<file path="config.mk">
export PLATFORM = sky130hd
export DESIGN_NAME = csbe_exec
export DESIGN_NICKNAME = d
export VERILOG_FILES = /design/src/logic/csbe_pkg.sv /design/src/logic/csbe_exec.sv
export SDC_FILE = /design/constraint.sdc
export NUM_CORES = 1
export LEC_CHECK = 0
export BUFFER_PORTS_ARGS = -buffer_cell sky130_fd_sc_hd__buf_2
export CORE_UTILIZATION = 55
export CTS_BUF_LIST = sky130_fd_sc_hd__clkbuf_2
export DETAILED_ROUTE_END_ITERATION = 16
export PLACE_DENSITY = 0.84
export SYNTH_ARGS = -nofsm -noshare
export SYNTH_HDL_FRONTEND = slang
export SYNTH_SLANG_ARGS = --single-unit
</file>
<file path="constraint.sdc">
create_clock -name clk_i -period 4.25 [get_ports clk_i]
set_clock_uncertainty 0.1 [all_clocks]
set_input_delay 0.425 -clock clk_i [delete_from_list [all_inputs] [get_ports clk_i]]
set_output_delay 0.425 -clock clk_i [all_outputs]
set_load 0.01 [all_outputs]
</file>
<file path="src/logic/csbe_pkg.sv">
package csbe_pkg;

  // Program counter and data widths
  localparam int PC_W   = 16;
  localparam int DATA_W = 8;

  // Status flag positions
  localparam int FLAG_C = 0;
  localparam int FLAG_Z = 1;
  localparam int FLAG_N = 2;
  localparam int FLAG_V = 3;
  localparam int FLAG_H = 5;

  // Register byte offsets
  localparam logic [7:0] OFS_FLAGS  = 8'h00;
  localparam logic [7:0] OFS_CTRL   = 8'h04;
  localparam logic [7:0] OFS_LASTPC = 8'h08;
  localparam logic [7:0] OFS_COUNT  = 8'h0c;

  // Values after reset
  localparam logic [7:0]  RST_FLAGS = 8'h00;
  localparam logic        RST_EN    = 1'b1;
  localparam logic [15:0] RST_PC    = 16'h0000;

  // Cycle counts and program counter steps
  localparam logic [1:0]  CYC_ONE   = 2'h1;
  localparam logic [1:0]  CYC_TWO   = 2'h2;
  localparam logic [1:0]  CYC_THREE = 2'h3;
  localparam logic [15:0] STEP_ONE  = 16'h0001;
  localparam logic [15:0] STEP_TWO  = 16'h0002;
  localparam logic [15:0] STEP_THR  = 16'h0003;

  // Instruction codes
  typedef enum logic [3:0] {
    CSBE_NOP                   = 4'h0,
    CSBE_REG_COMPARE_OP        = 4'h1,
    CSBE_COMPARE_CARRY_OP      = 4'h2,
    CSBE_COMPARE_IMMEDIATE_OP  = 4'h3,
    CSBE_EQUAL_SKIP_OP         = 4'h4,
    CSBE_REG_BIT_CLEAR_SKIP_OP = 4'h5,
    CSBE_REG_BIT_SET_SKIP_OP   = 4'h6,
    CSBE_IO_BIT_CLEAR_SKIP_OP  = 4'h7,
    CSBE_IO_BIT_SET_SKIP_OP    = 4'h8,
    CSBE_FLAG_SET_BRANCH_OP    = 4'h9,
    CSBE_FLAG_CLEAR_BRANCH_OP  = 4'ha,
    CSBE_NOT_EQUAL_BRANCH_OP   = 4'hb
  } csbe_op_t;

  // Decoded instruction from the pipeline
  typedef struct packed {
    csbe_op_t          op;         // Instruction
    logic [7:0]        dst;        // Destination register value
    logic [7:0]        source_reg; // Source register value
    logic [7:0]        imm;        // Immediate constant
    logic [7:0]        io_val;     // Addressed I/O register value
    logic [2:0]        bit_sel;    // Bit or flag select
    logic [6:0]        offset;     // Signed branch offset
    logic [15:0]       pc;         // Address of this instruction
    logic              next_two;   // Following instruction is two words
  } csbe_req_t;

  // Execution result
  typedef struct packed {
    logic [15:0] pc;    // Next program counter
    logic [7:0]  flags; // Status flags after execution
  } csbe_res_t;

  // Controller states
  typedef enum logic [1:0] {
    CSBE_IDLE = 2'b01,
    CSBE_BUSY = 2'b10
  } csbe_state_t;

endpackage

</file>
<file path="src/logic/csbe_exec.sv">
module csbe_exec (
  input  wire logic                clk_i,      // Core clock
  input  wire logic                rst_n_i,    // Synchronous reset, active low
  input  wire logic                req_i,      // Instruction offered
  input  wire csbe_pkg::csbe_req_t req_data_i, // Decoded instruction
  output logic                     ready_o,    // Ready for an instruction
  output logic                     done_o,     // Result valid pulse
  output csbe_pkg::csbe_res_t      res_o,      // Next PC and flags
  input  wire logic                psel_i,     // APB select
  input  wire logic                penable_i,  // APB enable
  input  wire logic                pwrite_i,   // APB write
  input  wire logic [7:0]          paddr_i,    // APB byte address
  input  wire logic [31:0]         pwdata_i,   // APB write data
  output logic [31:0]              prdata_o,   // APB read data
  output logic                     pready_o,   // APB ready
  output logic                     pslverr_o   // APB error
);

  ////////////////////////////////////////////////////////////////////////
  // Functions

  // Subtract with borrow and derive the compare flags
  function automatic logic [7:0] cmp_flags(input logic [7:0] d, input logic [7:0] s,
                                           input logic cin, input logic keep_z,
                                           input logic [7:0] old);
    logic [8:0] r;
    logic [7:0] f;
    r = {1'b0, d} - {1'b0, s} - {8'h00, cin};
    f = old;
    f[csbe_pkg::FLAG_C] = r[8];
    f[csbe_pkg::FLAG_N] = r[7];
    f[csbe_pkg::FLAG_Z] = (r[7:0] == 8'h00) & (~keep_z | old[csbe_pkg::FLAG_Z]);
    f[csbe_pkg::FLAG_V] = (d[7] & ~s[7] & ~r[7]) | (~d[7] & s[7] & r[7]);
    f[csbe_pkg::FLAG_H] = (~d[3] & s[3]) | (s[3] & r[3]) | (r[3] & ~d[3]);
    return f;
  endfunction

  // Skip step and length
  function automatic logic [1:0] skip_cyc(input logic take, input logic two);
    return take ? (two ? csbe_pkg::CYC_THREE : csbe_pkg::CYC_TWO) : csbe_pkg::CYC_ONE;
  endfunction

  function automatic logic [15:0] skip_pc(input logic take, input logic two,
                                          input logic [15:0] pc);
    return pc + (take ? (two ? csbe_pkg::STEP_THR : csbe_pkg::STEP_TWO)
                      : csbe_pkg::STEP_ONE);
  endfunction

  ////////////////////////////////////////////////////////////////////////
  // Decode and execute

  logic                  en_q;
  logic [7:0]            flags_q;
  csbe_pkg::csbe_state_t state_q;
  logic [1:0]            cnt_q;
  logic                  accept;
  logic [7:0]            flags_d;
  logic [15:0]           pc_d;
  logic [1:0]            cyc_d;
  logic                  take;
  logic [15:0]           br_pc;

  assign accept = req_i & ready_o & en_q;
  assign br_pc  = req_data_i.pc + {{9{req_data_i.offset[6]}}, req_data_i.offset}
                  + csbe_pkg::STEP_ONE;

  // Result of the offered instruction
  always_comb begin
    flags_d = flags_q;
    pc_d    = req_data_i.pc + csbe_pkg::STEP_ONE;
    cyc_d   = csbe_pkg::CYC_ONE;
    take    = 1'b0;
    case (req_data_i.op)
      csbe_pkg::CSBE_REG_COMPARE_OP: begin
        flags_d = cmp_flags(req_data_i.dst, req_data_i.source_reg, 1'b0, 1'b0,
                            flags_q);
      end
      csbe_pkg::CSBE_COMPARE_CARRY_OP: begin
        flags_d = cmp_flags(req_data_i.dst, req_data_i.source_reg,
                            flags_q[csbe_pkg::FLAG_C], 1'b1, flags_q);
      end
      csbe_pkg::CSBE_COMPARE_IMMEDIATE_OP: begin
        flags_d = cmp_flags(req_data_i.dst, req_data_i.imm, 1'b0, 1'b0, flags_q);
      end
      csbe_pkg::CSBE_EQUAL_SKIP_OP: begin
        take = (req_data_i.dst == req_data_i.source_reg);
      end
      csbe_pkg::CSBE_REG_BIT_CLEAR_SKIP_OP: begin
        take = ~req_data_i.source_reg[req_data_i.bit_sel];
      end
      csbe_pkg::CSBE_REG_BIT_SET_SKIP_OP: begin
        take = req_data_i.source_reg[req_data_i.bit_sel];
      end
      csbe_pkg::CSBE_IO_BIT_CLEAR_SKIP_OP: begin
        take = ~req_data_i.io_val[req_data_i.bit_sel];
      end
      csbe_pkg::CSBE_IO_BIT_SET_SKIP_OP: begin
        take = req_data_i.io_val[req_data_i.bit_sel];
      end
      csbe_pkg::CSBE_FLAG_SET_BRANCH_OP: begin
        take = flags_q[req_data_i.bit_sel];
      end
      csbe_pkg::CSBE_FLAG_CLEAR_BRANCH_OP: begin
        take = ~flags_q[req_data_i.bit_sel];
      end
      csbe_pkg::CSBE_NOT_EQUAL_BRANCH_OP: begin
        take = ~flags_q[csbe_pkg::FLAG_Z];
      end
      default: begin
        take = 1'b0;
      end
    endcase
    if (req_data_i.op inside {csbe_pkg::CSBE_EQUAL_SKIP_OP,
                              csbe_pkg::CSBE_REG_BIT_CLEAR_SKIP_OP,
                              csbe_pkg::CSBE_REG_BIT_SET_SKIP_OP,
                              csbe_pkg::CSBE_IO_BIT_CLEAR_SKIP_OP,
                              csbe_pkg::CSBE_IO_BIT_SET_SKIP_OP}) begin
      pc_d  = skip_pc(take, req_data_i.next_two, req_data_i.pc);
      cyc_d = skip_cyc(take, req_data_i.next_two);
    end else if (take) begin
      pc_d  = br_pc;
      cyc_d = csbe_pkg::CYC_TWO;
    end
  end

  // Sequencer: hold busy for the instruction's cycle count
  always_ff @(posedge clk_i) begin
    if (!rst_n_i) begin
      state_q <= csbe_pkg::CSBE_IDLE;
      cnt_q   <= 2'h0;
      done_o  <= 1'b0;
    end else begin
      done_o <= 1'b0;
      case (state_q)
        csbe_pkg::CSBE_IDLE: begin
          if (accept) begin
            state_q <= csbe_pkg::CSBE_BUSY;
            cnt_q   <= cyc_d - csbe_pkg::CYC_ONE;
          end
        end
        csbe_pkg::CSBE_BUSY: begin
          if (cnt_q == 2'h0) begin
            state_q <= csbe_pkg::CSBE_IDLE;
            done_o  <= 1'b1;
          end else begin
            cnt_q <= cnt_q - 2'h1;
          end
        end
        default: begin
          state_q <= csbe_pkg::CSBE_IDLE;
        end
      endcase
    end
  end

  assign ready_o = state_q[0];

  ////////////////////////////////////////////////////////////////////////
  // APB slave

  logic        wr_take;
  logic [15:0] count_q;

  assign wr_take = psel_i & penable_i & pready_o & pwrite_i;

  // One wait state, then answer
  always_ff @(posedge clk_i) begin
    if (!rst_n_i) begin
      pready_o  <= 1'b0;
      pslverr_o <= 1'b0;
      prdata_o  <= 32'h0000_0000;
    end else begin
      pready_o  <= psel_i & penable_i & ~pready_o;
      pslverr_o <= 1'b0;
      prdata_o  <= 32'h0000_0000;
      if (psel_i & penable_i & ~pready_o) begin
        case (paddr_i)
          csbe_pkg::OFS_FLAGS:  prdata_o <= {24'h000000, flags_q};
          csbe_pkg::OFS_CTRL:   prdata_o <= {31'h00000000, en_q};
          csbe_pkg::OFS_LASTPC: prdata_o <= {16'h0000, res_o.pc};
          csbe_pkg::OFS_COUNT:  prdata_o <= {16'h0000, count_q};
          default:              pslverr_o <= 1'b1;
        endcase
      end
    end
  end

  // Enable control
  always_ff @(posedge clk_i) begin
    if (!rst_n_i) begin
      en_q <= csbe_pkg::RST_EN;
    end else if (wr_take && paddr_i == csbe_pkg::OFS_CTRL) begin
      en_q <= pwdata_i[0];
    end
  end

  // Status flags: instruction update wins over a software write
  always_ff @(posedge clk_i) begin
    if (!rst_n_i) begin
      flags_q <= csbe_pkg::RST_FLAGS;
    end else if (accept) begin
      flags_q <= flags_d;
    end else if (wr_take && paddr_i == csbe_pkg::OFS_FLAGS) begin
      flags_q <= pwdata_i[7:0];
    end
  end

  // Result latch and accepted-instruction count
  always_ff @(posedge clk_i) begin
    if (!rst_n_i) begin
      res_o   <= '{pc: csbe_pkg::RST_PC, flags: csbe_pkg::RST_FLAGS};
      count_q <= 16'h0000;
    end else if (accept) begin
      res_o   <= '{pc: pc_d, flags: flags_d};
      count_q <= count_q + 16'h0001;
    end
  end

  ////////////////////////////////////////////////////////////////////////
  // Assertions

  csbe_pkg::csbe_req_t h_q;
  logic [7:0]          h_fl_q;

  // Instruction and flags seen at the last accept
  always_ff @(posedge clk_i) begin
    if (accept) begin
      h_q    <= req_data_i;
      h_fl_q <= flags_q;
    end
  end
endmodule

</file>
* Word-level counts from Yosys, hierarchy flattened *
Index checks and enable logic that the tools add are counted.

operators by class
  reductions and logical operators = 15
  $lt $le $gt $ge = 1
  eq/ne operators = 20
  add/subtract/negate cells = 10
  bitwise gates (word level) = 46
  mux-type cells = 27

operator list
  cell                                            number
  one-hot mux 16 bit (4 select lines)             1
  adder 16 x 1 -> 16 bit (second input constant)  3
  zero test 8 bit                                 4
  2-to-1 mux 16 bit                               2
  AND 1 bit                                       25
  one-hot mux 6 bit (3 select lines)              1
  subtractor 8 x 8 -> 9 bit                       2
  adder 16 bit                                    1
  adder 16 x 2 -> 16 bit                          1
  == test 4 x 3 -> 1 bit (second input constant)  4
  == test 4 bit (second input constant)           4
  == test 8 x 4 -> 1 bit (second input constant)  2
  2-to-1 mux 2 bit                                8
  2-to-1 mux 8 bit                                2
  inverter 1 bit                                  12
  binary-select mux 1 bit (select 3 bit)          3
  bitwise OR 1 bit                                9
  subtractor 9 x 1 -> 9 bit                       1
  == test 4 x 2 -> 1 bit (second input constant)  2
  == test 8 x 3 -> 1 bit (second input constant)  1
  == test 8 bit                                   1
  one-hot mux 1 bit (8 select lines)              1
  one-hot mux 2 bit (2 select lines)              2
  2-to-1 mux 1 bit                                7
  other kinds (13)                                20

word-level totals
  output and inout port bits = 60
  word-level logic and storage cells = 130
  input bits = 109
  register bits = 88

* Depth between registers and ports, before layout *
  depth after elaboration = 9
  gate-level depth with buffers = 19
  gate-level depth less buffers = 16

* Worst setup path after synthesis *
OpenSTA, ideal clock, no wires.

  path kind = input-to-reg
  from = input req_data_i[45] (netlist bit)
  to = register res_o[22] (netlist bit)
  required time = 4.080 ns
  setup time = 0.070 ns
  buffers on the path = 3
  setup slack = 0.571 ns
  stages = 19
  data arrival time = 3.509 ns
  path through = inv_1 -> ha_1 -> nand4b_1 -> or4_1 -> nand4_1 -> o21ai_1 -> nand2_2 -> buf_6 -> buf_6 -> or2b_1 -> ha_1 -> fa_1 -> clkbuf_1 -> nand2_1 -> nor2_1 -> xnor2_1 -> a31oi_1 -> o41ai_2 -> a21oi_1

on the way
  longest elaborated chain between the ends = 7
  elaborated cells on any way between the ends = 9
  those cells by class = 1 x add/sub; 1 x eq/ne; 6 x mux; 1 x bitwise

RTL lines
  element                                 RTL line                          text
  from (decl)                             csbe_exec.sv:5                    input wire csbe_pkg::csbe_req_t req_data_i,
  binary-select mux 1 bit (select 3 bit)  csbe_exec.sv:89, csbe_exec.sv:92
  2-to-1 mux 1 bit (not written as such)  csbe_exec.sv:89, csbe_exec.sv:92
  inverter 1 bit                          csbe_exec.sv:89                   take = ~req_data_i.source_reg[req_data_i.bit_sel];
  one-hot mux 1 bit (8 select lines) (*)  csbe_exec.sv:73                   case (req_data_i.op)
  2-to-1 mux 2 bit                        csbe_exec.sv:45                   return pc + (take ? (two ? csbe_pkg::STEP_THR : csbe_pkg::STEP_TWO)
  adder 16 x 2 -> 16 bit                  csbe_exec.sv:45
  2-to-1 mux 16 bit (*)                   csbe_exec.sv:113                  if (req_data_i.op inside {csbe_pkg::CSBE_EQUAL_SKIP_OP,
  to (signal assigned)                    csbe_exec.sv:211                  res_o <= '{pc: csbe_pkg::RST_PC, flags: csbe_pkg::RST_FLAGS};
  to (signal assigned)                    csbe_exec.sv:214                  res_o <= '{pc: pc_d, flags: flags_d};
  to (decl)                               csbe_exec.sv:8                    output csbe_pkg::csbe_res_t res_o,

Every way passes the cells marked *; elsewhere a longest branch is shown, timed or not. The select of a mux whose other input is x is not followed.
A chain may end at the register's enable or synchronous reset.

* Worst setup path in the final report *
  from = register flags_q[1]
  to = register res_o[21] (netlist bit)

on the way
  longest elaborated chain between the ends = 7
  elaborated cells on any way between the ends = 9
  those cells by class = 1 x add/sub; 6 x mux; 2 x bitwise

RTL lines
  element                                 RTL line                            text
  from (decl)                             csbe_exec.sv:53                     logic [7:0] flags_q;
  from (signal assigned)                  csbe_exec.sv:200                    flags_q <= csbe_pkg::RST_FLAGS;
  from (signal assigned)                  csbe_exec.sv:202                    flags_q <= flags_d;
  from (signal assigned)                  csbe_exec.sv:204                    flags_q <= pwdata_i[7:0];
  binary-select mux 1 bit (select 3 bit)  csbe_exec.sv:101, csbe_exec.sv:104
  2-to-1 mux 1 bit (not written as such)  csbe_exec.sv:101, csbe_exec.sv:104
  inverter 1 bit                          csbe_exec.sv:104                    take = ~flags_q[req_data_i.bit_sel];
  one-hot mux 1 bit (8 select lines) (*)  csbe_exec.sv:73
  2-to-1 mux 2 bit                        csbe_exec.sv:45
  adder 16 x 2 -> 16 bit                  csbe_exec.sv:45
  2-to-1 mux 16 bit (*)                   csbe_exec.sv:113

Marked as above.

==> impl_table.tex <==
\begin{tabular}{lr}
\hline
Metric & Value \\
\hline
\multicolumn{2}{l}{\textbf{Run status}} \\
Run status & complete, no violations \\
\multicolumn{2}{l}{\textbf{Floorplan}} \\
Horiz. Die Dim & 107 µm \\
Area of the die & 11400 µm² \\
Starting utilization of the core area & 0.575 \\
Area of the placeable core & 10500 µm² \\
Number of top-level design ports & 169 \\
Die Ht & 107 µm \\
Num rows & 37 \\
\multicolumn{2}{l}{\textbf{Critical path}} \\
R2r worst-path depth & 14 \\
Type of element capturing the critical path & flop \\
Buffers plus inverters on the worst setup path & 0 \\
Most used cell, CP & sky130\_fd\_sc\_hd\_\_mux2i\_1 \\
Worst reg2reg startpoint & flags\_q[1] \\
Endpoint of the worst register-to-register path & res\_o[21] \\
Arrival time at the worst endpoint & 3820 ps \\
Required time reported for the critical path endpoint & 4580 ps \\
Critical path, cell by cell & mux4\_1 -> mux2i\_1 -> mux2\_1 -> a22oi\_2 -> nand2\_2 -> or2b\_1 -> ha\_1 -> a21o\_1 -> nand2\_1 -> mux2i\_1 -> nand3\_1 -> xnor2\_1 -> mux2i\_1 -> o21ai\_0 \\
Cell with the largest stage delay on the worst path & sky130\_fd\_sc\_hd\_\_mux4\_1 \\
CP Launch Type & flop \\
Reg2Reg Setup Slack & 760 ps \\
Kind of cell with the highest combined delay on the critical path & multiplexers \\
Crit-path max FO & 9 \\
Peak per-stage delay on the critical path & 510 ps \\
Setup CP Type & reg -> reg \\
\multicolumn{2}{l}{\textbf{Route}} \\
WL final & 15.0 mm \\
Initial DRC Count & 350 \\
DRT Pass-1 Iters & 5 \\
Routed wire length per instance & 15.0 µm \\
Detail Route Antenna Nets & 0 \\
Total via count in the routed design & 5757 \\
Post-detailed-route DRC marker count & 0 \\
Per-cell via count in the routed design & 5.79 \\
\multicolumn{2}{l}{\textbf{Synth}} \\
Synthesis Warnings & 0 \\
Cell type contributing the most total cell area after synthesis & sky130\_fd\_sc\_hd\_\_dfxtp\_1 \\
Number of enable flip-flop cells after synthesis & 0 \\
Fraction of registers with async set or reset after synthesis & 0 \\
Most area-consuming cells after synthesis & sky130\_fd\_sc\_hd\_\_dfxtp\_1 24\%, sky130\_fd\_sc\_hd\_\_ha\_1 8.3\%, sky130\_fd\_sc\_hd\_\_nand2\_1 4.4\% \\
Sequential element share of the synthesized area & 0.240 \\
Flip-flop cell with the highest count after synthesis & sky130\_fd\_sc\_hd\_\_dfxtp\_1 \\
Flip-flop and latch count after synthesis & 72 \\
Yosys top cell area share & 0.240 \\
Post-synthesis cell count & 741 \\
Combined area of all synthesized cells & 6010 µm² \\
Number of different library cells in the post-synthesis netlist & 78 \\
Mean post-synth cell area & 8.11 µm² \\
\multicolumn{2}{l}{\textbf{STA}} \\
Max-Slew Margin vs Limit & 0.319 \\
Max Fclk & 287 MHz \\
Pins Over Slew Limit & 0 \\
Period utilization & 0.821 \\
TNS Setup & 0 ps \\
Least-Margin Pin Slew & 1020 ps \\
Final Hold Vio Count & 0 \\
Setup repair after global routing missed its margin & no \\
Finish-stage setup viols & 0 \\
Minimum clock period & 3490 ps \\
\multicolumn{2}{l}{\textbf{GRT}} \\
Largest net degree at the start of global routing & 56 \\
Via count of the first global-routing pass & 5199 \\
Number of antenna violations at the first check in global routing & 0 \\
GRT Resource Usage Total & 0.268 \\
Overflow after GRT & 0 \\
Wire length of the first global-routing pass & 24.7 mm \\
\multicolumn{2}{l}{\textbf{Finish}} \\
NumNets Final & 1010 \\
Fill cell total of the finished layout & 961 \\
Antenna Cells & 0 \\
Signed area change from the synthesized netlist to the final layout & 13.2\% \\
Share of layout cells above drive strength 1 & 0.196 \\
\multicolumn{2}{l}{\textbf{Worst hold path}} \\
Hold path startpoint & pwdata\_i[0] \\
Hold-critical path endpoint & en\_q \\
Hold Crit Class & in -> reg \\
Number of stages on the worst hold path & 3 \\
\multicolumn{2}{l}{\textbf{Run}} \\
Max cap viols & 0 \\
\multicolumn{2}{l}{\textbf{Clock network}} \\
Number of clock sinks seen by CTS & 72 \\
Max Buffers Root-to-Sink & 2 \\
Insertion delay to the later sink of the worst-skew pair & 530 ps \\
Number of CTS-inserted buffers & 9 \\
TritonCTS clock tree & built \\
Maximum level of the CTS H-tree & 3 \\
Clock transition at the register clock pins on the worst setup and hold paths after CTS & 200 ps \\
CTS root buffer & sky130\_fd\_sc\_hd\_\_clkbuf\_2 \\
Post CTS Setup Buffer Count & 0 \\
\multicolumn{2}{l}{\textbf{Power and ir drop}} \\
PwrDens & 258 nW/µm² \\
Share of power burned in combinational logic & 0.336 \\
P\_leak & 3.05 nW \\
Power share of the clock group & 0.246 \\
Part of the total power dissipated in sequential elements & 0.418 \\
Internal power & 0.00115 W \\
Switching power & 0.000612 W \\
Sw Ratio & 0.348 \\
Worst vdd rail ir drop & 319 µV \\
Total power draw & 0.00176 W \\
\multicolumn{2}{l}{\textbf{Placed design}} \\
GP Congestion & 0.914 \\
Count of input and output buffers & 128 \\
Detailed-placement wirelength estimate & 11.6 mm \\
\hline
\end{tabular}
## per-stage QoR
step | worst slack (ps) | std cells | cell area, µm² | hold WS, ps | utilization
final | 762 | 995 | 6810 | 58.6 | 0.651
after CTS | 776 | 992 | 6780 | 6.45 | 0.648
after global routing | 520 | 995 | 6810 | 76.0 | 0.651
after detailed placement | 333 | 977 | 6650 | 347 | 0.635
after floorplan | 571 | 756 | 6070 | 340 | -
after global placement | 367 | 977 | 6650 | 342 | 0.635
## sequential cells by signal, summed over array words and instances, names as in the netlist
name,cells
res_o,24
count_q,16
prdata_o,16
flags_q,8
cnt_q,2
state_q,2
done_o,1
en_q,1
pready_o,1
pslverr_o,1
## worst max-delay path by stage
stage	slack (ps)	startpoint	depth (start not counted)	end
3_5_place_dp	330	req_data_i[46]	17	res_o[22]
2_1_floorplan	570	req_data_i[45]	19	res_o[22]
6_report	760	flags_q[1]	14	res_o[21]
4_1_cts	780	flags_q[1]	14	res_o[22]
5_1_grt	520	flags_q[4]	14	res_o[21]
3_3_place_gp	370	req_data_i[46]	17	res_o[22]
## final cells by class
cell class / count / area, µm² / share of cell area
Clock buffer: 9 / 45.0 / 0.00662
Tap cell: 136 / 170 / 0.0250
Timing Repair Buffer: 135 / 701 / 0.103
Clock inverter: 6 / 85.1 / 0.0125
Multi-Input combinational cell: 609 / 4260 / 0.626
Sequential cell: 72 / 1440 / 0.212
Inverter: 28 / 105 / 0.0154
## what timing repair did
item,CTS,global route
resized for setup,0,0
endpoints found under the hold margin,0,3
hold buffers,0,3
## metal layers
metal,vias up,part of all wire,wire [µm],global-route usage
met5,-,0,0,0
met4,0,0.011,163,0.0607
met3,17,0.052,783,0.0374
met2,199,0.45,6740,0.430
met1,2662,0.49,7280,0.380
li1,2879,-,-,-
## Yosys cell counts, types with 19 or more instances
| library cell | count |
|---|---|
| sky130_fd_sc_hd__nor2_1 | 62 |
| sky130_fd_sc_hd__mux2i_1 | 24 |
| sky130_fd_sc_hd__clkbuf_1 | 25 |
| sky130_fd_sc_hd__xor2_1 | 23 |
| sky130_fd_sc_hd__nand2_1 | 70 |
| sky130_fd_sc_hd__ha_1 | 40 |
| sky130_fd_sc_hd__nand3_1 | 41 |
| sky130_fd_sc_hd__o21ai_0 | 27 |
| sky130_fd_sc_hd__xnor2_1 | 30 |
| sky130_fd_sc_hd__inv_1 | 28 |
| sky130_fd_sc_hd__and2_1 | 19 |
| sky130_fd_sc_hd__dfxtp_1 | 72 |
| sky130_fd_sc_hd__a21oi_1 | 34 |
## power by group through the flow
stage               registers (W)  logic (W)  clock network [W]
floorplan                0.000747   0.000420                  0
global placement         0.000747   0.000570                  0
detailed placement       0.000748   0.000579                  0
CTS                      0.000733   0.000582           0.000435
global route             0.000738   0.000655           0.000464
finish                   0.000735   0.000591           0.000432
## logic make-up after synthesis
| kind of cell | synth area share |
|---|---|
| fa+ha+maj | 0.103 |
| compound gates | 0.188 |
| other cells | 0.000624 |
| mux | 0.0893 |
| xor+xnor | 0.0772 |
| buf+inv | 0.0610 |
| simple gates | 0.241 |
| flops | 0.240 |
## tightest hold or removal path: cells and delay by family
kind | cells | cell delay, ps
buffers and inverters | 1 | 100
and+or+nand+nor | 2 | 150
## cells in the final DEF, fill, tap and decap left out, types with 4 or more instances in the layout
master                     Yosys  routed
sky130_fd_sc_hd__buf_2         1     128
sky130_fd_sc_hd__dfxtp_1      72      72
sky130_fd_sc_hd__nand2_1      70      70
sky130_fd_sc_hd__nor2_1       62      62
sky130_fd_sc_hd__nand3_1      41      41
sky130_fd_sc_hd__ha_1         40      40
sky130_fd_sc_hd__a21oi_1      34      34
sky130_fd_sc_hd__xnor2_1      30      30
sky130_fd_sc_hd__inv_1        28      28
sky130_fd_sc_hd__o21ai_0      27      27
sky130_fd_sc_hd__mux2i_1      24      24
sky130_fd_sc_hd__xor2_1       23      23
sky130_fd_sc_hd__and2_1       19      19
sky130_fd_sc_hd__nor3_1       16      16
sky130_fd_sc_hd__conb_1        1      16
sky130_fd_sc_hd__nand4_1      13      13
sky130_fd_sc_hd__a21boi_0     12      12
sky130_fd_sc_hd__o31ai_1      11      11
sky130_fd_sc_hd__nor2b_1      10      10
sky130_fd_sc_hd__and3_1       10      10
sky130_fd_sc_hd__clkbuf_2      1       9
sky130_fd_sc_hd__mux2_2        8       8
sky130_fd_sc_hd__a22oi_1       8       8
sky130_fd_sc_hd__a21o_1        8       8
sky130_fd_sc_hd__a31oi_1       8       8
sky130_fd_sc_hd__o21a_1        7       7
sky130_fd_sc_hd__o211ai_1      7       7
sky130_fd_sc_hd__nand2b_1      7       7
sky130_fd_sc_hd__mux4_1        6       6
sky130_fd_sc_hd__or3_1         6       6
sky130_fd_sc_hd__fa_1          6       6
sky130_fd_sc_hd__o21ai_1       5       5
sky130_fd_sc_hd__or4_1         4       4
sky130_fd_sc_hd__nor3b_1       4       4
sky130_fd_sc_hd__o221ai_1      4       4
sky130_fd_sc_hd__buf_4        16       4
No activity file was read; power rests on OpenSTA's default activity.
